File: src/inc/t1_maint_pkg.sv
// Shared constants, register map and carrier types of the line maintenance block
package t1_maint_pkg;

	// Register indices; byte address is four times the index
	localparam logic [5:0] IDX_RX_CFG0 = 6'h28;
	localparam logic [5:0] IDX_RX_CFG1 = 6'h29;
	localparam logic [5:0] IDX_LOOP_CTRL = 6'h2b;
	localparam logic [5:0] IDX_LINE_SUPERVISION_CTRL = 6'h2c;
	localparam logic [5:0] IDX_ERROR_INSERT_COUNT_CTRL = 6'h31;
	localparam logic [5:0] IDX_TERMINATION_SELECT = 6'h32;
	localparam logic [5:0] IDX_LINE_IRQ_ENABLE = 6'h33;
	localparam logic [5:0] IDX_ERROR_IRQ_ENABLE = 6'h34;
	localparam logic [5:0] IDX_LINE_STATUS = 6'h36;
	localparam logic [5:0] IDX_LINE_IRQ_STATUS = 6'h3a;
	localparam logic [5:0] IDX_ERROR_IRQ_STATUS = 6'h3b;
	localparam logic [5:0] IDX_COUNT_LOW = 6'h3c;
	localparam logic [5:0] IDX_COUNT_HIGH = 6'h3d;

	// Writable bits of each register
	localparam logic [7:0] MASK_RX_CFG0 = 8'h11;
	localparam logic [7:0] MASK_RX_CFG1 = 8'h5f;
	localparam logic [7:0] MASK_LOOP_CTRL = 8'h77;
	localparam logic [7:0] MASK_SUPERVISION = 8'h1c;
	localparam logic [7:0] MASK_INSERT_COUNT = 8'h5f;
	localparam logic [7:0] MASK_TERMINATION = 8'h3f;
	localparam logic [7:0] MASK_LINE_IRQ = 8'h05;
	localparam logic [7:0] MASK_ERROR_IRQ = 8'h77;

	// Reset values
	localparam logic [7:0] RST_RX_CFG0 = 8'h00;
	localparam logic [7:0] RST_RX_CFG1 = 8'h15;
	localparam logic [7:0] RST_TERMINATION = 8'h07;
	localparam logic [7:0] RST_ZERO = 8'h00;

	// Field positions
	localparam int BIT_AMI_SEL = 0;
	localparam int BIT_RX_OFF = 4;
	localparam int BIT_EQ_ON = 6;
	localparam int POS_LOS_THRESHOLD = 0;
	localparam int BIT_LOCAL_DIGITAL_LOOP2 = 0;
	localparam int BIT_ANALOG_LOOP = 1;
	localparam int BIT_REMOTE_LOOP = 2;
	localparam int BIT_SYSTEM_REMOTE_LOOP = 4;
	localparam int BIT_SYSTEM_LOCAL_LOOP = 5;
	localparam int BIT_LOCAL_DIGITAL_LOOP1 = 6;
	localparam int BIT_TX_ALL_ONES = 2;
	localparam int BIT_RX_ALL_ONES = 3;
	localparam int BIT_LOSS_CRITERION = 4;
	localparam int BIT_COUNT_TRANSFER = 0;
	localparam int BIT_REPORT_MODE = 1;
	localparam int POS_ERROR_COUNT_SEL = 2;
	localparam int BIT_ZERO_RUN_DEF = 4;
	localparam int BIT_VIOLATION_INSERT = 6;
	localparam int POS_RX_TERM = 0;
	localparam int POS_TX_TERM = 3;
	localparam int BIT_SIGNAL_MISSING = 0;
	localparam int BIT_DRIVER_FAIL = 2;
	localparam int BIT_COUNTER_OVERFLOW = 0;
	localparam int BIT_CODE_VIOLATION = 1;
	localparam int BIT_ZERO_RUN = 2;
	localparam int BIT_RX_FIFO_SLIP = 4;
	localparam int BIT_TX_FIFO_SLIP = 5;
	localparam int BIT_TEMPLATE_OVERFLOW = 6;

	// Codes
	localparam logic [1:0] COUNT_SEL_ZERO_RUN = 2'b01;

	// Supervision counts in bit intervals
	localparam int LOS_DECLARE_SHORT_BITS = 175;
	localparam int LOS_DECLARE_LONG_BITS = 1544;
	localparam int LOS_CLEAR_WINDOW_BITS = 128;
	localparam int LOS_MIN_DENSITY_PCT10 = 125;
	localparam int LOS_MIN_MARKS = (LOS_CLEAR_WINDOW_BITS * LOS_MIN_DENSITY_PCT10 + 999) / 1000;
	localparam int LOS_ZERO_RUN_LIMIT = 100;
	localparam int ZERO_LIMIT_AMI_ANSI = 15;
	localparam int ZERO_LIMIT_AMI_FCC = 80;
	localparam int ZERO_LIMIT_B8ZS = 7;

	// Auto report period
	localparam int CLK_PERIOD_NS = 25;
	localparam int REPORT_PERIOD_MS = 1000;
	localparam int REPORT_PERIOD_CYCLES = REPORT_PERIOD_MS * 1000000 / CLK_PERIOD_NS;

	typedef enum logic [1:0] {
		LOS_CLEAR = 2'b01,
		LOS_DECLARED = 2'b10
	} los_state_e;

	typedef struct packed {
		logic driver_fail;
		logic template_overflow;
		logic tx_fifo_slip;
		logic rx_fifo_slip;
		logic code_violation;
	} line_events_s;

	typedef struct packed {
		logic system_remote_loop_en;
		logic remote_loop_en;
		logic analog_loop_en;
		logic local_digital_loop2_en;
		logic system_local_loop_en;
		logic local_digital_loop1_en;
	} loop_ctrl_s;

	typedef struct packed {
		logic [3:0] tx_match;
		logic [3:0] rx_match;
		logic rx_external;
	} term_sel_s;

	typedef struct packed {
		los_state_e st;
		logic [10:0] low_run;
		logic [6:0] win;
		logic [7:0] marks;
		logic [6:0] zrun;
		logic bad;
	} los_state_s;

endpackage : t1_maint_pkg

File: src/verilog/t1_line_maintenance_ctrl.sv
// Line maintenance, supervision and error counting register bank on classic Wishbone
// Functional notes
// - Remote and system remote loopbacks follow bits
// - Analog and digital loopback 2 follow bits
// - Loss declared after 175 low bits
// - Criterion one declares after 1544 low bits
// - Clear needs level, density, short zero runs
// - Clear threshold sits 4 dB above declare
// - Receive all ones during loss when enabled
// - Transmit all ones during loss when enabled
// - Each rising insert bit makes one violation
// - Zero limit 15 AMI, 7 B8ZS
// - FCC zero limit 80 AMI, 7 B8ZS
// - Count select 01 enables zero counting
// - Manual mode copies count on transfer rise
// - Auto mode copies count every second
// - Transfer ignored in auto; rearm each time
// - Transmit termination decode, 1xx reserved
// - Receive termination 1xx selects external circuit
// - Driver fail, loss flags gated by enables
// - Error flags gated by their enables
// - Counter overflow gated by its enable
// - Flags stay set until written one
// - Counter wrap sets overflow flag
`timescale 1ns/100ps
module t1_line_maintenance_ctrl
	import t1_maint_pkg::*;
#(
	parameter int REPORT_CYCLES = REPORT_PERIOD_CYCLES
)
(
	input wire logic sys_clk,
	input wire logic rst_n,
	input wire logic wb_cyc,
	input wire logic wb_stb,
	input wire logic wb_we,
	input wire logic [7:0] wb_adr,
	input wire logic [3:0] wb_sel,
	input wire logic [31:0] wb_dat_w,
	output logic [31:0] wb_dat_r,
	output logic wb_ack,
	input wire logic bit_tick,
	input wire logic rx_data,
	input wire logic below_declare,
	input wire logic above_clear,
	input wire logic tx_data,
	input wire line_events_s line_events,
	output logic rx_data_out,
	output logic tx_data_out,
	output logic violation_pulse,
	output loop_ctrl_s loop_ctrl,
	output term_sel_s term_sel,
	output logic [4:0] los_threshold,
	output logic eq_on,
	output logic rx_power_down,
	output logic los_status,
	output logic irq
);

	typedef struct packed {
		logic [7:0] rx_cfg0;
		logic [7:0] rx_cfg1;
		logic [7:0] loop_reg;
		logic [7:0] supervision;
		logic [7:0] insert_count;
		logic [7:0] termination;
		logic [7:0] line_ie;
		logic [7:0] error_ie;
		logic [7:0] line_is;
		logic [7:0] error_is;
		logic [15:0] count_report;
		logic [15:0] zero_count;
		logic [6:0] zero_run;
		logic [31:0] sec_cnt;
		logic prev_insert;
		logic prev_transfer;
		logic prev_los;
		logic prev_df;
		logic ack;
		logic [7:0] dat_r;
		logic rx_out;
		logic tx_out;
		logic violation;
	} main_state_s;

	main_state_s s;
	main_state_s next_s;
	logic [1:0] rst_sync;
	logic rst_sync_n;
	logic los;
	logic [5:0] idx;
	logic req;
	logic wr;
	logic [7:0] wdata;
	logic [6:0] zero_limit;
	logic zero_event;
	logic [7:0] rd_mux;
	logic [7:0] line_w1c;
	logic [7:0] error_w1c;
	logic [7:0] line_set;
	logic [7:0] error_set;
	logic count_en;
	logic count_wrap;
	logic report_now;

	// Reset is released through two flip-flops
	always_ff @(posedge sys_clk or negedge rst_n) begin
		if (!rst_n) begin
			rst_sync <= 2'b00;
		end else begin
			rst_sync <= {rst_sync[0], 1'b1};
		end
	end
	assign rst_sync_n = rst_sync[1];

	signal_loss_detector u_los (
		.sys_clk(sys_clk),
		.rst_n(rst_sync_n),
		.bit_tick(bit_tick),
		.rx_mark(rx_data),
		.below_declare(below_declare),
		.above_clear(above_clear),
		.loss_criterion_sel(s.supervision[BIT_LOSS_CRITERION]),
		.los(los)
	);

	// Bus decode; a write lands at the edge where ack is seen high
	assign idx = wb_adr[7:2];
	assign req = wb_cyc & wb_stb;
	assign wr = req & wb_we & s.ack & wb_sel[0];
	assign wdata = wb_dat_w[7:0];

	// Zero run limit per line code and definition
	always_comb begin
		if (!s.rx_cfg0[BIT_AMI_SEL]) begin
			zero_limit = 7'(ZERO_LIMIT_B8ZS);
		end else if (s.insert_count[BIT_ZERO_RUN_DEF]) begin
			zero_limit = 7'(ZERO_LIMIT_AMI_FCC);
		end else begin
			zero_limit = 7'(ZERO_LIMIT_AMI_ANSI);
		end
	end

	// One event per run, on the first zero beyond the limit
	assign zero_event = bit_tick & ~rx_data & (s.zero_run == zero_limit);
	assign count_en = zero_event
		& (s.insert_count[POS_ERROR_COUNT_SEL +: 2] == COUNT_SEL_ZERO_RUN);
	assign count_wrap = count_en & (s.zero_count == 16'hffff);

	// Report trigger: transfer rise in manual mode, else the second tick
	assign report_now = s.insert_count[BIT_REPORT_MODE]
		? (s.sec_cnt == 32'(REPORT_CYCLES - 1))
		: (s.insert_count[BIT_COUNT_TRANSFER] & ~s.prev_transfer);

	// Sticky flag sources
	always_comb begin
		line_set = 8'h00;
		error_set = 8'h00;
		line_set[BIT_SIGNAL_MISSING] = los & ~s.prev_los;
		line_set[BIT_DRIVER_FAIL] = line_events.driver_fail & ~s.prev_df;
		error_set[BIT_TEMPLATE_OVERFLOW] = line_events.template_overflow;
		error_set[BIT_TX_FIFO_SLIP] = line_events.tx_fifo_slip;
		error_set[BIT_RX_FIFO_SLIP] = line_events.rx_fifo_slip;
		error_set[BIT_ZERO_RUN] = zero_event;
		error_set[BIT_CODE_VIOLATION] = line_events.code_violation;
		error_set[BIT_COUNTER_OVERFLOW] = count_wrap;
	end

	// Write-one-to-clear strobes
	assign line_w1c = (wr && idx == IDX_LINE_IRQ_STATUS) ? (wdata & MASK_LINE_IRQ) : 8'h00;
	assign error_w1c = (wr && idx == IDX_ERROR_IRQ_STATUS) ? (wdata & MASK_ERROR_IRQ) : 8'h00;

	// Read multiplexer; unmapped addresses read zero
	always_comb begin
		rd_mux = 8'h00;
		if (wb_adr[1:0] == 2'b00) begin
			unique case (idx)
				IDX_RX_CFG0: rd_mux = s.rx_cfg0;
				IDX_RX_CFG1: rd_mux = s.rx_cfg1;
				IDX_LOOP_CTRL: rd_mux = s.loop_reg;
				IDX_LINE_SUPERVISION_CTRL: rd_mux = s.supervision;
				IDX_ERROR_INSERT_COUNT_CTRL: rd_mux = s.insert_count;
				IDX_TERMINATION_SELECT: rd_mux = s.termination;
				IDX_LINE_IRQ_ENABLE: rd_mux = s.line_ie;
				IDX_ERROR_IRQ_ENABLE: rd_mux = s.error_ie;
				IDX_LINE_STATUS: begin
					rd_mux[BIT_SIGNAL_MISSING] = los;
					rd_mux[BIT_DRIVER_FAIL] = line_events.driver_fail;
				end
				IDX_LINE_IRQ_STATUS: rd_mux = s.line_is;
				IDX_ERROR_IRQ_STATUS: rd_mux = s.error_is;
				IDX_COUNT_LOW: rd_mux = s.count_report[7:0];
				IDX_COUNT_HIGH: rd_mux = s.count_report[15:8];
				default: rd_mux = 8'h00;
			endcase
		end
	end

	// Next state of the whole block
	always_comb begin
		next_s = s;
		// Bus slave: ack one cycle after the request, dropped the cycle after
		next_s.ack = req & ~s.ack;
		if (req & ~s.ack) begin
			next_s.dat_r = rd_mux;
		end
		if (wr && wb_adr[1:0] == 2'b00) begin
			unique case (idx)
				IDX_RX_CFG0: next_s.rx_cfg0 = wdata & MASK_RX_CFG0;
				IDX_RX_CFG1: next_s.rx_cfg1 = wdata & MASK_RX_CFG1;
				IDX_LOOP_CTRL: next_s.loop_reg = wdata & MASK_LOOP_CTRL;
				IDX_LINE_SUPERVISION_CTRL: next_s.supervision = wdata & MASK_SUPERVISION;
				IDX_ERROR_INSERT_COUNT_CTRL: next_s.insert_count = wdata & MASK_INSERT_COUNT;
				IDX_TERMINATION_SELECT: next_s.termination = wdata & MASK_TERMINATION;
				IDX_LINE_IRQ_ENABLE: next_s.line_ie = wdata & MASK_LINE_IRQ;
				IDX_ERROR_IRQ_ENABLE: next_s.error_ie = wdata & MASK_ERROR_IRQ;
				default: begin
				end
			endcase
		end
		// Sticky flags: a new event wins over a same-cycle clear
		next_s.line_is = (s.line_is & ~line_w1c) | line_set;
		next_s.error_is = (s.error_is & ~error_w1c) | error_set;
		next_s.prev_los = los;
		next_s.prev_df = line_events.driver_fail;
		// Zero run tracking on received bits
		if (bit_tick) begin
			next_s.zero_run = rx_data ? 7'h00
				: ((s.zero_run == 7'h7f) ? s.zero_run : s.zero_run + 7'h01);
		end
		// Internal counter and reporting; the count keeps running after a copy
		if (count_en) begin
			next_s.zero_count = s.zero_count + 16'h0001;
		end
		if (report_now) begin
			next_s.count_report = s.zero_count;
		end
		next_s.prev_transfer = s.insert_count[BIT_COUNT_TRANSFER];
		if (!s.insert_count[BIT_REPORT_MODE] || s.sec_cnt == 32'(REPORT_CYCLES - 1)) begin
			next_s.sec_cnt = 32'h0000_0000;
		end else begin
			next_s.sec_cnt = s.sec_cnt + 32'h0000_0001;
		end
		// Single violation per rising edge of the insert bit
		next_s.prev_insert = s.insert_count[BIT_VIOLATION_INSERT];
		next_s.violation = s.insert_count[BIT_VIOLATION_INSERT] & ~s.prev_insert;
		// All-ones insertion while loss is declared
		next_s.rx_out = (s.supervision[BIT_RX_ALL_ONES] & los) | rx_data;
		next_s.tx_out = (s.supervision[BIT_TX_ALL_ONES] & los) | tx_data;
	end

	// Block state register
	always_ff @(posedge sys_clk or negedge rst_sync_n) begin
		if (!rst_sync_n) begin
			s <= '{rx_cfg0: RST_RX_CFG0, rx_cfg1: RST_RX_CFG1, loop_reg: RST_ZERO,
				supervision: RST_ZERO, insert_count: RST_ZERO,
				termination: RST_TERMINATION, line_ie: RST_ZERO, error_ie: RST_ZERO,
				line_is: RST_ZERO, error_is: RST_ZERO, count_report: 16'h0000,
				zero_count: 16'h0000, zero_run: 7'h00, sec_cnt: 32'h0000_0000,
				prev_insert: 1'b0, prev_transfer: 1'b0, prev_los: 1'b0, prev_df: 1'b0,
				ack: 1'b0, dat_r: 8'h00, rx_out: 1'b0, tx_out: 1'b0, violation: 1'b0};
		end else begin
			s <= next_s;
		end
	end

	// Loopback enables
	assign loop_ctrl.system_remote_loop_en = s.loop_reg[BIT_SYSTEM_REMOTE_LOOP];
	assign loop_ctrl.remote_loop_en = s.loop_reg[BIT_REMOTE_LOOP];
	assign loop_ctrl.analog_loop_en = s.loop_reg[BIT_ANALOG_LOOP];
	assign loop_ctrl.local_digital_loop2_en = s.loop_reg[BIT_LOCAL_DIGITAL_LOOP2];
	assign loop_ctrl.system_local_loop_en = s.loop_reg[BIT_SYSTEM_LOCAL_LOOP];
	assign loop_ctrl.local_digital_loop1_en = s.loop_reg[BIT_LOCAL_DIGITAL_LOOP1];

	// Termination decode to one-hot match selects
	always_comb begin
		logic [2:0] tcode;
		logic [2:0] rcode;
		tcode = s.termination[POS_TX_TERM +: 3];
		rcode = s.termination[POS_RX_TERM +: 3];
		term_sel.tx_match = tcode[2] ? 4'h0 : (4'h1 << tcode[1:0]);
		term_sel.rx_match = rcode[2] ? 4'h0 : (4'h1 << rcode[1:0]);
		term_sel.rx_external = rcode[2];
	end

	// Interrupt: OR of every enabled sticky flag
	assign irq = |(s.line_is & s.line_ie)
		| |(s.error_is & s.error_ie);

	assign wb_ack = s.ack;
	assign wb_dat_r = {24'h00_0000, s.dat_r};
	assign rx_data_out = s.rx_out;
	assign tx_data_out = s.tx_out;
	assign violation_pulse = s.violation;
	assign los_threshold = s.rx_cfg1[POS_LOS_THRESHOLD +: 5];
	assign eq_on = s.rx_cfg1[BIT_EQ_ON];
	assign rx_power_down = s.rx_cfg0[BIT_RX_OFF];
	assign los_status = los;

endmodule : t1_line_maintenance_ctrl

File: src/verilog/signal_loss_detector.sv
// Loss-of-signal declare and clear supervision over received bit intervals
`timescale 1ns/100ps
module signal_loss_detector
	import t1_maint_pkg::*;
(
	input wire logic sys_clk,
	input wire logic rst_n,
	input wire logic bit_tick,
	input wire logic rx_mark,
	input wire logic below_declare,
	input wire logic above_clear,
	input wire logic loss_criterion_sel,
	output logic los
);

	los_state_s s;
	los_state_s next_s;
	logic [10:0] declare_limit;
	logic [7:0] next_marks;
	logic [6:0] next_zrun;

	// Declare length follows the selected criterion
	assign declare_limit = loss_criterion_sel ? 11'(LOS_DECLARE_LONG_BITS)
		: 11'(LOS_DECLARE_SHORT_BITS);

	// One step per received bit interval
	always_comb begin
		next_s = s;
		next_marks = s.marks + 8'(rx_mark);
		next_zrun = rx_mark ? 7'h00 : ((s.zrun == 7'h7f) ? s.zrun : s.zrun + 7'h01);
		if (bit_tick) begin
			unique case (s.st)
				LOS_CLEAR: begin
					if (below_declare) begin
						if (s.low_run + 11'h001 >= declare_limit) begin
							next_s.st = LOS_DECLARED;
							next_s.win = 7'h00;
							next_s.marks = 8'h00;
							next_s.zrun = 7'h00;
							next_s.bad = 1'b0;
						end else begin
							next_s.low_run = s.low_run + 11'h001;
						end
					end else begin
						next_s.low_run = 11'h000;
					end
				end
				LOS_DECLARED: begin
					next_s.win = s.win + 7'h01;
					next_s.marks = next_marks;
					next_s.zrun = next_zrun;
					// Level must exceed the raised clear threshold throughout
					next_s.bad = s.bad | ~above_clear
						| (next_zrun >= 7'(LOS_ZERO_RUN_LIMIT));
					if (s.win == 7'(LOS_CLEAR_WINDOW_BITS - 1)) begin
						if (!next_s.bad && next_marks >= 8'(LOS_MIN_MARKS)) begin
							next_s.st = LOS_CLEAR;
							next_s.low_run = 11'h000;
						end
						next_s.win = 7'h00;
						next_s.marks = 8'h00;
						next_s.bad = 1'b0;
					end
				end
				default: begin
					next_s.st = LOS_CLEAR;
				end
			endcase
		end
	end

	// State register
	always_ff @(posedge sys_clk or negedge rst_n) begin
		if (!rst_n) begin
			s <= '{st: LOS_CLEAR, low_run: 11'h000, win: 7'h00, marks: 8'h00,
				zrun: 7'h00, bad: 1'b0};
		end else begin
			s <= next_s;
		end
	end

	assign los = (s.st == LOS_DECLARED);

endmodule : signal_loss_detector

File: config.mk
export PLATFORM = sky130hd
export DESIGN_NAME = t1_line_maintenance_ctrl
export DESIGN_NICKNAME = d
export VERILOG_FILES = /design/src/inc/t1_maint_pkg.sv /design/src/verilog/t1_line_maintenance_ctrl.sv /design/src/verilog/signal_loss_detector.sv
export SDC_FILE = /design/constraint.sdc
export NUM_CORES = 1
export LEC_CHECK = 0
export ABC_AREA = 1
export BUFFER_PORTS_ARGS = -buffer_cell sky130_fd_sc_hd__buf_4
export CORE_MARGIN = 4
export CORE_UTILIZATION = 40
export CTS_CLUSTER_DIAMETER = 100
export DETAILED_ROUTE_END_ITERATION = 16
export MAX_ROUTING_LAYER = met4
export SLEW_MARGIN = 30
export SYNTH_ARGS = -nofsm -noshare
export SYNTH_HDL_FRONTEND = slang
export SYNTH_SLANG_ARGS = --single-unit
File: constraint.sdc
create_clock -name sys_clk -period 5.9 [get_ports sys_clk]
set_clock_uncertainty 0.2 [all_clocks]
set_input_delay 0.59 -clock sys_clk [delete_from_list [all_inputs] [get_ports sys_clk]]
set_output_delay 0.59 -clock sys_clk [all_outputs]
set_load 0.02 [all_outputs]
* After elaboration in Yosys (flattened, before gate mapping)
Index checks and enable logic that the tools add are counted.
Storage, ports and cells: bits in registers 178
Cells by class: add/subtract/negate cells 7, $lt $le $gt $ge 3, eq/ne operators 28, shifts and indexed selects 2, muxes and demuxes 29, bitwise logic cells 35, reductions and logical operators 23
Operators with widths (count):
- 6-bit == test (second input constant) | 13
- 34-bit case mux with 2 select lines | 1
- 5-bit case mux with 11 select lines | 1
- 7-bit two-way mux | 7
- 23-bit two-way mux | 2
- 11-bit two-way mux | 3
- 32-bit by 1-bit adder with 32-bit output (second input constant) | 1
- 32-bit by 26-bit == test with 1-bit output (second input constant) | 1
- 32-bit two-way mux | 1
- 28-bit two-way mux | 1
- 1-bit case mux with 12 select lines | 2
- 7-bit by 1-bit adder with 7-bit output (second input constant) | 3
- 7-bit == test (second input constant) | 3
- 2-bit AND reduction | 9
- 16-bit by 1-bit adder with 16-bit output (second input constant) | 1
- 8-bit bitwise AND | 2
- 16-bit == test (second input constant) | 1
- 8-bit OR reduction | 2
- 1-bit bitwise AND | 15
- 13-bit two-way mux | 1
- 11-bit by 1-bit adder with 11-bit output (second input constant) | 1
- 11-bit greater-or-equal comparator | 1
- 5-bit AND reduction | 2
- 1-bit case mux with 9 select lines | 1
- other kinds (30) | 52

* Logic depth before layout (Yosys ltp)
Gate-level depths: netlist of run 1.
depth after elaboration 10, depth in mapped cells 20, depth with buffers taken out 18

* Cells and area by module
Synthesis of run 1 repeated with hierarchy kept, for this count alone.
Second synthesis, totals: cell total of the unflattened synthesis 1429, area total of the unflattened synthesis 10197.3 um^2
Modules (own cells, without submodules):
- t1_line_maintenance_ctrl | instances 1, cells each 1035, area each 7558.5 um^2
- signal_loss_detector | instances 1, cells each 394, area each 2638.8 um^2

* Worst setup path before layout of run 1
Ideal clock, no wire load.
kind flip-flop to flip-flop, start point register u_los.s[25] (netlist bit), end point register u_los.s[10] (netlist bit), data arrival time 2.357 ns, setup slack 3.226 ns, stages on the path, launching flop included 20, buffers on the path 2, period minus slack after synthesis 2.674 ns, path through dfrtp_1 buf_4 nand4_1 nor2_1 nand3_1 nand3b_1 xor2_1 inv_1 ha_1 nand2_1 inv_1 nand2_1 nand2_1 a21oi_2 nand3_2 nand2_2 nand2_4 buf_2 nand3_1 nand2_1
On the way: longest elaborated chain between the ends 4
RTL lines:
- start: declaration | RTL line signal_loss_detector.sv:16 | los_state_s s;
- start signal: assignment | RTL line signal_loss_detector.sv:75 | s <= '{st: LOS_CLEAR, low_run: 11'h000, win: 7'h00, marks: 8'h00,
- start signal: assignment | RTL line signal_loss_detector.sv:78 | s <= next_s;
- 11-bit by 1-bit adder with 11-bit output | RTL line signal_loss_detector.sv:35 | if (s.low_run + 11'h001 >= declare_limit) begin
- 11-bit greater-or-equal comparator | RTL line signal_loss_detector.sv:35
- 2-bit by 1-bit != test with 1-bit output (no line)
- 4-bit AND reduction (no line)
No other way between the ends. A chain may end at the register's enable or synchronous reset.

* Worst setup path in the final report of run 1
start point register u_los.s[25] (netlist bit), end point register u_los.s[24] (netlist bit)
On the way: longest elaborated chain between the ends 4
RTL lines (RTL line):
- 11-bit by 1-bit adder with 11-bit output | signal_loss_detector.sv:35
- 11-bit greater-or-equal comparator | signal_loss_detector.sv:35
- 3-bit != test (no line)
- 5-bit AND reduction (no line)
No other way between the ends.

==> impl_results.md, run 1 <==
* Xor-xnor portion of the synthesized cell area at just under 3%
* Cell Chain, Critical Path: nand4_1 > nor2_1 > nand3_1 > nand3b_1 > xor2_1 > inv_1 > ha_1 > nand2_1 > inv_1 > nand2_1 > nand2_1 > a21oi_2 > nand3_2 > nand2_1 > nand3_1 > nand2_1 > nand2_1
* IO Port Bufs at 66
* Met3 Usage GRT at 3.06%
* Min-Delay Path Class: primary input to flip-flop
* Die ar. at 26400 um2
* Post-Synth Adder-Cell Area at under 10%
* Initial core utilization at about 40%
* # IOs at ~120
* Post-synthesis mux area share at less than 1%
* CP Launch Point: u_los.s[25]
* Maximum vdd ir drop at ~0.13 mV
* Vias in the first global route at a little under 8000
* Slew @ Worst Pin at around 880 ps
* Flop pwr share at 46.1%
* Max Freq at between 200 and 300 MHz
* HPWL Detailed at between 15000 and 20000 um
* Worst Path Required at approximately 6000 ps
* Reg2Reg Depth at 17
* Overflow after GRT at 0
* Combinational power share at around 16%
* CP startpoint kind: flip-flop
* Area delta synth->final at 11.8%
* CP arrival at about 3700 ps
* Core Area at between 20000 and 25000 um2
* Layout cells sized above 1 at about 11%
* Clock transition at the registers of the reported paths at 70 ps
* Final Max Tran Viols at 0
* Relative slew slack at between 40% and 50%
* Max Fanout on Critical Path at 12
* Htree depth at 4
* Final Cycle Share at between 60% and 70%
* Final Instance Area at 10700 um2
* DRC viols at 0
* Vias per inst at just under 5
* Beginning of the worst register-to-register path: u_los.s[25]
* Root buffer cell: clkbuf_16
* Max Cap Violations at 0
* Vias at approximately 8000
* Final WL at ~24000 um
* CP Capture Type: flip-flop
* Longest Clk Path Bufs at 2
* Leakage power at about 5.3 nW
* Initial DRC Count at ~570
* Placement Cell Area at just over 10000 um2
* Post-synthesis simple-gate area fraction at between 20 and 30%
* Period minus WS final at 3590 ps
* TritonCTS Buffers at 17
* Largest net degree at the start of global routing at 60
* Total negative setup slack at 0 ps
* Clock share of power at a little under two fifths
* Seq/Total Area, Yosys at around 45%
* Die Ht at ~160 um
* Critical path type: flip-flop to flip-flop
* # clock sinks at between 150 and 200
* Met2 Use GR at 28.7%
* Routed len/inst at 14.8 um
* Final setup violation count at 0
* Yosys warns at 0
* Crit path max-delay cell type: dfrtp_1
* Fill cells at 2403
* Antenna viol nets, final at 0
* Cells after synthesis at around 1200
* Power Density at 269 nW/um2
* TritonCTS clock tree: built
* First-pass GRT wire length at approximately 40000 um
* Seq cells post-synth at 170
* Synthesized area at approximately 9500 um2
* NetSw at between 0.8 and 0.9 mW
* Sw Share at between 30% and 40%
* Clk Latency, worst-skew pair at approximately 440 ps
* Die width at roughly 160 um
* Largest family of logic cells by synthesized area: simple AND/OR/NAND/NOR gates
* CP max stage delay at roughly 500 ps
* Crit path top cell by count: nand2_1
* Internal cell power at just under 2 mW
* Reg-to-reg critical path endpoint: u_los.s[24]
* FP Rows at 56
* Cell variety after synth at between 40 and 50
* Layout Nets at 1352
* All-Layer GR Usage at about a fifth
* RSZ-0062 raised after global routing: false
* DR pass1 iterations at 5
* Syn avg cell area at between 7 and 8 um2
* RD Place Congestion at 0.964
* Hold Violations, Final at 0
* Final core utilization at between 40% and 50%
* Setup slack, reg-to-reg at between 2000 and 2500 ps
* Hold Slack at just under 100 ps
* Status: complete, no violations
* Total design power at around 2.9 mW
* Setup crit end: u_los.s[24]
* Busiest grt layer: met2
* Post-synthesis compound-gate area fraction at 10.0%
* Initial antenna violation count at 1
* Grt met1 use at between 20% and 30%
==> how the worst min path moves through the flow <==
stage,from,end,cells past startpoint
final,line_events[4],s[12],1
after global routing,line_events[4],s[12],1
after CTS,line_events[4],s[12],1
after detailed placement,rst_sync[0],rst_sync[1],0
after global placement,rst_sync[0],rst_sync[1],0
after floorplan,rst_n,rst_sync[0],0
==> critical path: cells and delay by family (launching register included) <==
family / cells / cell delay, ps
simple gates: 12 / 2030
flops: 1 / 500
fa+ha+maj: 1 / 280
xor+xnor: 1 / 210
buf+inv: 2 / 120
compound gates: 1 / 120
==> sequential cells by signal (all words and copies together) (netlist names), 2 cells and up <==
signal	flops
wb_dat_r	8
loop_ctrl	6
s	104
los_threshold	5
rst_sync	2
next_s	2
u_los.s	36
==> kinds of logic (layout without fill, tap and decap cells) <==
logic type | Yosys count | count (layout)
multiplexers | 5 | 5
buffers and inverters | 230 | 261
AND/OR/NAND/NOR | 606 | 606
AO/OA/AOI/OAI | 171 | 171
XOR/XNOR | 32 | 32
other | 2 | 26
flip-flops | 170 | 170
adder cells (fa/ha/maj) | 18 | 18
==> per-stage QoR <==
stage,setup slack [ps],std cells
after floorplan,625,1257
after global placement,2390,1574
after detailed placement,2360,1574
after CTS,2350,1607
after global routing,1880,1608
final,2310,1608
==> cell usage after synthesis (all sizes together) <==
cell type,count,area share (%)
nand2,295,12
dfrtp,163,43
inv,156,6.1
nor2,128,5.3
o21ai,98,5.1
nand3,74,4.0
buf,62,4.6
nor3,41,2.4
nand4,37,2.4
a21oi,32,1.7
xor2,27,2.5
ha,18,2.4
nor4,18,1.2
o22ai,17,1.1
clkbuf,11,0.46
dfstp,7,1.9
a31oi,5,0.39
mux2,5,0.59
or2,5,0.33
xnor2,5,0.46
a211oi,3,0.24
a22o,3,0.28
nand3b,3,0.24
nor3b,3,0.24
o2111ai,3,0.28
o21a,3,0.24
conb,2,0.079
o21bai,2,0.16
a221oi,1,0.092
a311oi,1,0.092
and2,1,0.066
and3,1,0.066
clkinv,1,0.039
o2111a,1,0.12
o211ai,1,0.079
o221ai,1,0.092
==> routing by layer <==
layer  vias up  wire length, um
li1       4055                -
met4         0              441
met5         -                0
met3        39              853
met2       136            10900
met1      3760            11500
==> cell usage in the layout (no fill, tap or decap), types with 25 or more instances in the layout <==
master / count
a21oi_1: 30
buf_4: 71
conb_1: 25
dfrtp_1: 162
inv_1: 155
nand2_1: 288
nand3_1: 72
nand4_1: 37
nor2_1: 123
nor3_1: 37
o21ai_0: 98
xor2_1: 27
==> cell type report <==
class | count | area (um2) | share of cell area (%)
multi-input cells | 857 | 4300 | 40.3
repair buffers | 72 | 543 | 5.09
clock inverters | 14 | 138 | 1.29
diodes | 1 | 2.50 | 0.0235
well taps | 319 | 399 | 3.74
flip-flops and latches | 170 | 4270 | 40.0
inverters | 157 | 589 | 5.53
clock buffers | 18 | 429 | 4.02
==> timing repair <==
action | CTS | global route
endpoints found under the hold margin | 2 | 0
setup buffers | 0 | 0
hold buffers | 1 | 0
gates resized for setup | 0 | 0
==> power by group through the flow <==
stage,Combinational [mW],Clock (mW),Sequential [mW]
after floorplan,0.348,0,1.33
after global placement,0.450,0,1.34
after detailed placement,0.454,0,1.34
after CTS,0.457,1.12,1.32
after global routing,0.510,1.17,1.33
final,0.449,1.09,1.32
Note: power is estimated with default switching activity, not from simulation.
==> run 2: changes to the inputs <==
clock period = 2.9 ns   (was 5.9 ns; I/O delays follow)
==> run 2 against run 1 <==
Final area rose by 6.3%. Die area did not move. Combinational power rose to 2.9 times the previous value. Clock-buffer cell count is 2 higher. Cell count up 2.7%. Total power increased by 120%. Critical endpoint is now u_los.s[35]. Largest cell class unchanged. Largest power group unchanged.
==> impl_results.md, run 2 (same netlist as run 1, synthesis figures left out) <==
* Antenna viol nets, final at 0 (unchanged)
* Largest net degree at the start of global routing at 70 (+17%)
* Crit path max-delay cell type: dfrtp_1
* TritonCTS Buffers at 17 (unchanged)
* Slew @ Worst Pin at 575 ps (-307 ps)
* NetSw at 1.94 mW (+120%)
* Hold Path Stages at 4 (+3)
* Initial DRC Count at 608 (+6.3%)
* Overflow after GRT at 0 (unchanged)
* DRC viols at 0 (unchanged)
* Final WL at 24300 um (+2.4%)
* # IOs at 119 (unchanged)
* Layout Nets at 1396 (+3.3%)
* Max Freq at 352 MHz (+26%)
* Power Density at 553 nW/um2 (+110%)
* Maximum vdd ir drop at 0.435 mV (+230%)
* Layout cells sized above 1 at 14.8% (+3.8 points)
* Vias in the first global route at 7732 (-0.13%)
* Internal cell power at 4.33 mW (+120%)
* Post-route insts no fill at 1651 (+2.7%)
* Antenna diode count at 0 (-1)
* Min-delay src: rx_data
* Worst Path Required at 3010 ps (-3010 ps)
* Final setup violation count at 0 (unchanged)
* Clock share of power at 36.9% (-1.3 points)
* RSZ-0062 raised after global routing: true
* Sw Share at 31.0% (-0.46 points)
* Longest Clk Path Bufs at 2 (unchanged)
* All-Layer GR Usage at 18.9% (-0.034 points)
* Final Max Tran Viols at 0 (unchanged)
* Initial core utilization at 40.6% (unchanged)
* Total design power at 6.27 mW (+120%)
* Leakage power at 5.60 nW (+5.2%)
* Cell Chain, Critical Path: nand4_1 > nor2_2 > nand3_2 > nand3b_1 > xor2_2 > inv_2 > ha_4 > nand2_4 > buf_6 > nor2_4 > nand3_2 > nand3_4 > nand2_4 > nand2_8 > buf_12 > nand2_4 > nand2_2 > nand2_1
* # clock sinks at 170 (unchanged)
* Combinational power share at 20.4% (+4.7 points)
* First-pass GRT wire length at 39300 um (-0.12%)
* Die Ht at 162 um (unchanged)
* Largest register FFs at 104 (unchanged)
* Register area at 4270 um2 (unchanged)
* Min-Delay Path Class: primary input to flip-flop
* HPWL Detailed at 17400 um (-0.15%)
* Initial antenna violation count at 0 (-1)
* Beginning of the worst register-to-register path: u_los.s[23]
* Most frequent cells in the layout: nand2_1 (283), dfrtp_1 (162), inv_1 (153), nor2_1 (122), o21ai_0 (98)
* Clock transition at the registers of the reported paths at 60 ps (about the same)
* CP Capture Type: flip-flop
* Root buffer cell: clkbuf_16
* Die ar. at 26400 um2 (unchanged)
* Setup slack, reg-to-reg at 60 ps (-2260 ps)
* CP startpoint kind: flip-flop
* Flop pwr share at 42.7% (-3.4 points)
* Vias per inst at 4.95 (-0.30%)
* Fill cells at 2313 (-3.7%)
* Most flops, register: s
* Relative slew slack at 61.4% (+20 points)
* Worst Hold End: u_los.s[2]
* IO Port Bufs at 66 (unchanged)
* Area of the multi-input gates at 4490 um2 (+4.5%)
* RD Place Congestion at 0.897 (-7.0%)
* Reg-to-reg critical path endpoint: u_los.s[35]
* DR pass1 iterations at 5 (unchanged)
* Max Fanout on Critical Path at 7 (-5)
* CP arrival at 2950 ps (-760 ps)
* Reg2Reg Depth at 18 (+1)
* Hold Violations, Final at 0 (unchanged)
* Commonest non-fill, non-tap cell in the layout: nand2_1
* Area delta synth->final at 18.8%
* Htree depth at 4 (unchanged)
* FP Rows at 56 (unchanged)
* Bufs and invs on worst path at 3 (+1)
* Vias at 8179 (+2.4%)
* Delay-heaviest family, CP: simple AND/OR/NAND/NOR gates
* Final Cycle Share at 98.0% (+37 points)
* Crit path top cell by count: nand2_4
* CP max stage delay at 420 ps (-80 ps)
* Max Cap Violations at 0 (unchanged)
* Critical path type: flip-flop to flip-flop
* Core Area at 23500 um2 (unchanged)
* Clk Latency, worst-skew pair at 430 ps (about the same)
* Routed len/inst at 14.7 um (-0.29%)
* Status: complete, no violations
* Period minus WS final at 2840 ps (-743 ps)
* Inst Count DP at 1593 (+1.2%)
* Die width at 162 um (unchanged)
* TritonCTS clock tree: built
## run 2: worst max path at each step
| stage | to | cells after the start | startpoint |
|---|---|---|---|
| after detailed placement | u_los.s[18] | 18 | u_los.s[24] |
| after global placement | u_los.s[1] | 18 | u_los.s[24] |
| after CTS | u_los.s[18] | 18 | u_los.s[24] |
| after floorplan | u_los.s[10] | 19 | u_los.s[25] |
| final | u_los.s[35] | 18 | u_los.s[23] |
| after global routing | u_los.s[34] | 18 | u_los.s[23] |
## run 2: worst reg2reg max path: cells and delay by family (launching register included)
kind                       cells  cell delay (ps)
DFF                            1              420
and+or+nand+nor               13             1290
buffers and inverters          3              320
xor gates and xnor gates       1              220
adders and majority gates      1              280
## run 2: metrics by stage
| step | setup slack (ps) | TNS, ps | hold slack (ps) | util (%) | cell area [um2] |
|---|---|---|---|---|---|
| finish | 57.6 | 0 | 27.3 | 48.3 | 11300 |
| global route | -161 | -4340 | 18.6 | 48.3 | 11300 |
| CTS | 6.12 | 0 | 7.16 | 47.0 | 11000 |
| detailed placement | 32.0 | 0 | -127 | 43.7 | 10300 |
| global placement | 79.0 | 0 | -128 | 43.7 | 10300 |
| floorplan | 226 | 0 | -206 | - | 9630 |
## run 2: power by group through the flow
| stage | Clock (mW) | Combinational (mW) | Sequential [mW] |
|---|---|---|---|
| 6_report | 2.31 | 1.28 | 2.68 |
| 2_1_floorplan | 0 | 0.708 | 2.71 |
| 4_1_cts | 2.38 | 1.06 | 2.67 |
| 3_3_place_gp | 0 | 1.02 | 2.71 |
| 5_1_grt | 2.50 | 1.42 | 2.70 |
| 3_5_place_dp | 0 | 1.04 | 2.71 |
## run 2: cell type report
| type | instances | area share [%] |
|---|---|---|
| clock buffer | 20 | 4.03 |
| clock inverter | 12 | 1.23 |
| inverter | 157 | 5.20 |
| multi-input combinational | 858 | 39.6 |
| sequential | 170 | 37.7 |
| tap | 319 | 3.52 |
| timing repair buffer | 115 | 8.76 |
## run 2: per-layer routing
layer  global-route usage [%]  vias up  wire length [um]
met5                        -        -                 0
met4                     4.92        0               393
li1                         -     4142                 -
met2                     30.2      146             11700
met3                     2.89       25               762
met1                     25.4     3866             11400
## run 2: what timing repair did
action / in CTS / in global routing
hold buffers: 18 / 0
setup buffers: 0 / 4
setup endpoints to repair: 0 / 36
endpoints found under the hold margin: 49 / 0
gates resized for setup: 0 / 38
==> run 3: changes to the inputs <==
==> constraint.sdc (replaced) <==
create_clock -name sys_clk -period 2.9 [get_ports sys_clk]
set_clock_uncertainty 0.2 [all_clocks]
set_input_delay 0.58 -clock sys_clk [delete_from_list [all_inputs] [get_ports sys_clk]]
set_output_delay 0.58 -clock sys_clk [all_outputs]
set_load 0.02 [all_outputs]
==> run 3 against run 2 <==
Final area down 1.5%. Core utilization down 0.71 points. Routed wire length down 0.58%. Worst hold slack better by 36 ps. Clock-buffer cell count down 2. Highest routed layer unchanged.
==> impl_results.md, run 3 (same netlist as run 1, synthesis figures left out) <==
* Vias at 8127 (-0.64%)
* Die Ht at 162 um (unchanged)
* Inst Count DP at 1593 (unchanged)
* Leakage power at 5.52 nW (-1.4%)
* CP max stage delay at 400 ps (-20 ps)
* Clock transition at the registers of the reported paths at 80 ps (+20 ps)
* TritonCTS clock tree: built
* All-Layer GR Usage at 19.0% (+0.078 points)
* Htree depth at 4 (unchanged)
* Final Max Tran Viols at 0 (unchanged)
* Clk Latency, worst-skew pair at 430 ps (about the same)
* FP Rows at 56 (unchanged)
* Vias in the first global route at 7738 (+0.078%)
* Final core utilization at 47.6% (-0.71 points)
* Combinational power share at 21.1% (+0.7 points)
* Bufs and invs on worst path at 3 (unchanged)
* Worst Path Required at 3060 ps (+50 ps)
* Largest net degree at the start of global routing at 75 (+7.1%)
* Reg2Reg Depth at 18 (unchanged)
* DR pass1 iterations at 7 (+2)
* Die width at 162 um (unchanged)
* Crit path max-delay cell type: dfrtp_1
* Vias per inst at 4.98 (+0.46%)
* Post-route insts no fill at 1633 (-1.1%)
* Area delta synth->final at 17.0%
* CP arrival at 2940 ps (about the same)
* Crit path top cell by count: nand2_1
* First-pass GRT wire length at 39500 um (+0.54%)
* Antenna diode count at 0 (unchanged)
* Max Fanout on Critical Path at 7 (unchanged)
* DRC viols at 0 (unchanged)
* CP Capture Type: flip-flop
* Beginning of the worst register-to-register path: u_los.s[24]
* Commonest non-fill, non-tap cell in the layout: nand2_1
* TritonCTS Buffers at 17 (unchanged)
* Relative slew slack at 57.7% (-3.6 points)
* Reg-to-reg critical path endpoint: u_los.s[34]
* CP startpoint kind: flip-flop
* Sw Share at 32.0% (+1.0 points)
* Longest Clk Path Bufs at 2 (unchanged)
* Max Cap Violations at 0 (unchanged)
* CP Launch Point: u_los.s[24]
* Period minus WS final at 2770 ps (-71.4 ps)
* IO Port Bufs at 66 (unchanged)
* Placement Cell Area at 10300 um2 (unchanged)
* Hold Slack at 63.3 ps (+36.0 ps)
* Internal cell power at 4.23 mW (-2.2%)
* Hold Violations, Final at 0 (unchanged)
* Final WL at 24200 um (-0.58%)
* HPWL Detailed at 17500 um (+0.64%)
* Die ar. at 26400 um2 (unchanged)
* Status: complete, no violations
* Setup slack, reg-to-reg at 130 ps (+70 ps)
* Layout Nets at 1378 (-1.3%)
* Max Freq at 361 MHz (+2.6%)
* NetSw at 1.99 mW (+2.5%)
* Setup ws final at 129 ps (+71.4 ps)
* Most flops, register: s
* Initial DRC Count at 554 (-8.9%)
* Flop pwr share at 42.9% (+0.2 points)
* Clock share of power at 36.1% (-0.8 points)
* Core Area at 23500 um2 (unchanged)
* Cell Chain, Critical Path: buf_6 > ha_4 > nand2_4 > nor2_4 > nand4_1 > xor2_1 > inv_1 > ha_4 > a21oi_2 > nand2_1 > a21oi_2 > nand3_2 > nand2_4 > nand2_8 > buf_12 > nand2_2 > nand2_1 > nand2_1
* Final Cycle Share at 95.6% (-2.5 points)
* Total negative setup slack at 0 ps (unchanged)
* Min-Delay Path Class: flip-flop to async pin
* RD Place Congestion at 0.922 (+2.8%)
* Maximum vdd ir drop at 0.317 mV (-27%)
* Overflow after GRT at 0 (unchanged)
* Fill cells at 2328 (+0.65%)
* # clock sinks at 170 (unchanged)
* Routed len/inst at 14.8 um (+0.52%)
* RSZ-0062 raised after global routing: true
* # IOs at 119 (unchanged)
* Critical path type: flip-flop to flip-flop
* Final setup violation count at 0 (unchanged)
* Total design power at 6.22 mW (-0.76%)
* Final Instance Area at 11200 um2 (-1.5%)
* Most frequent cells in the layout: nand2_1 (285), dfrtp_1 (162), inv_1 (153), nor2_1 (122), o21ai_0 (98)
* Slew @ Worst Pin at 632 ps (+56.6 ps)
* Power Density at 557 nW/um2 (+0.72%)
* Root buffer cell: clkbuf_16
* Delay-heaviest family, CP: simple AND/OR/NAND/NOR gates
* Antenna viol nets, final at 0 (unchanged)
* Placement Setup Slack at 23.2 ps (-8.80 ps)
* Layout cells sized above 1 at 15.4% (+0.58 points)
* Initial antenna violation count at 0 (unchanged)
* Largest register FFs at 104 (unchanged)
* Initial core utilization at 40.6% (unchanged)
==> run 3: final cells by class <==
class | count | area (um2) | share of cell area (%)
Clock inverter | 14 | 135 | 1.21
Sequential cell | 170 | 4270 | 38.2
Tap cell | 319 | 399 | 3.58
Multi-Input combinational cell | 858 | 4520 | 40.5
Timing Repair Buffer | 97 | 818 | 7.33
Clock buffer | 18 | 439 | 3.93
Inverter | 157 | 589 | 5.28
==> run 3: how the worst max path moves through the flow <==
stage	end	slack (ps)	depth (start not counted)
final	u_los.s[34]	130	18
after global routing	u_los.s[35]	-90	17
after CTS	u_los.s[34]	6	19
after detailed placement	u_los.s[2]	20	18
after global placement	u_los.s[8]	60	18
after floorplan	u_los.s[10]	230	19
==> run 3: routing by layer <==
metal | track usage [%] | routed length [um] | vias up
met1 | 26.0 | 11200 | 3852
li1 | - | - | 4108
met4 | 6.04 | 523 | 0
met5 | - | 0 | -
met2 | 29.1 | 11400 | 133
met3 | 3.11 | 963 | 34
==> run 3: worst reg2reg max path, stage by stage, from the launching register on <==
cell and delay, ps:
dfrtp_1 400, buf_6 120, ha_4 140, nand2_4 50, nor2_4 120, nand4_1 110
xor2_1 210, inv_1 100, ha_4 260, a21oi_2 140, nand2_1 70, a21oi_2 110
nand3_2 110, nand2_4 110, nand2_8 100, buf_12 180, nand2_2 70, nand2_1 60
nand2_1 70
==> run 3: power by group through the flow <==
stage	Combinational, mW	Clock [mW]	Sequential (mW)
global placement	1.03	0	2.70
finish	1.31	2.24	2.66
detailed placement	1.05	0	2.71
CTS	1.06	2.30	2.66
floorplan	0.708	0	2.71
global route	1.45	2.40	2.69
==> run 3: repair_timing <==
item	CTS	global route
buffers inserted	0	3
gates cloned	0	4
hold endpoints to repair	2	0
gates resized for setup	1	43
endpoints found under the setup margin	1	36
pin swaps	0	29
hold buffers	1	0
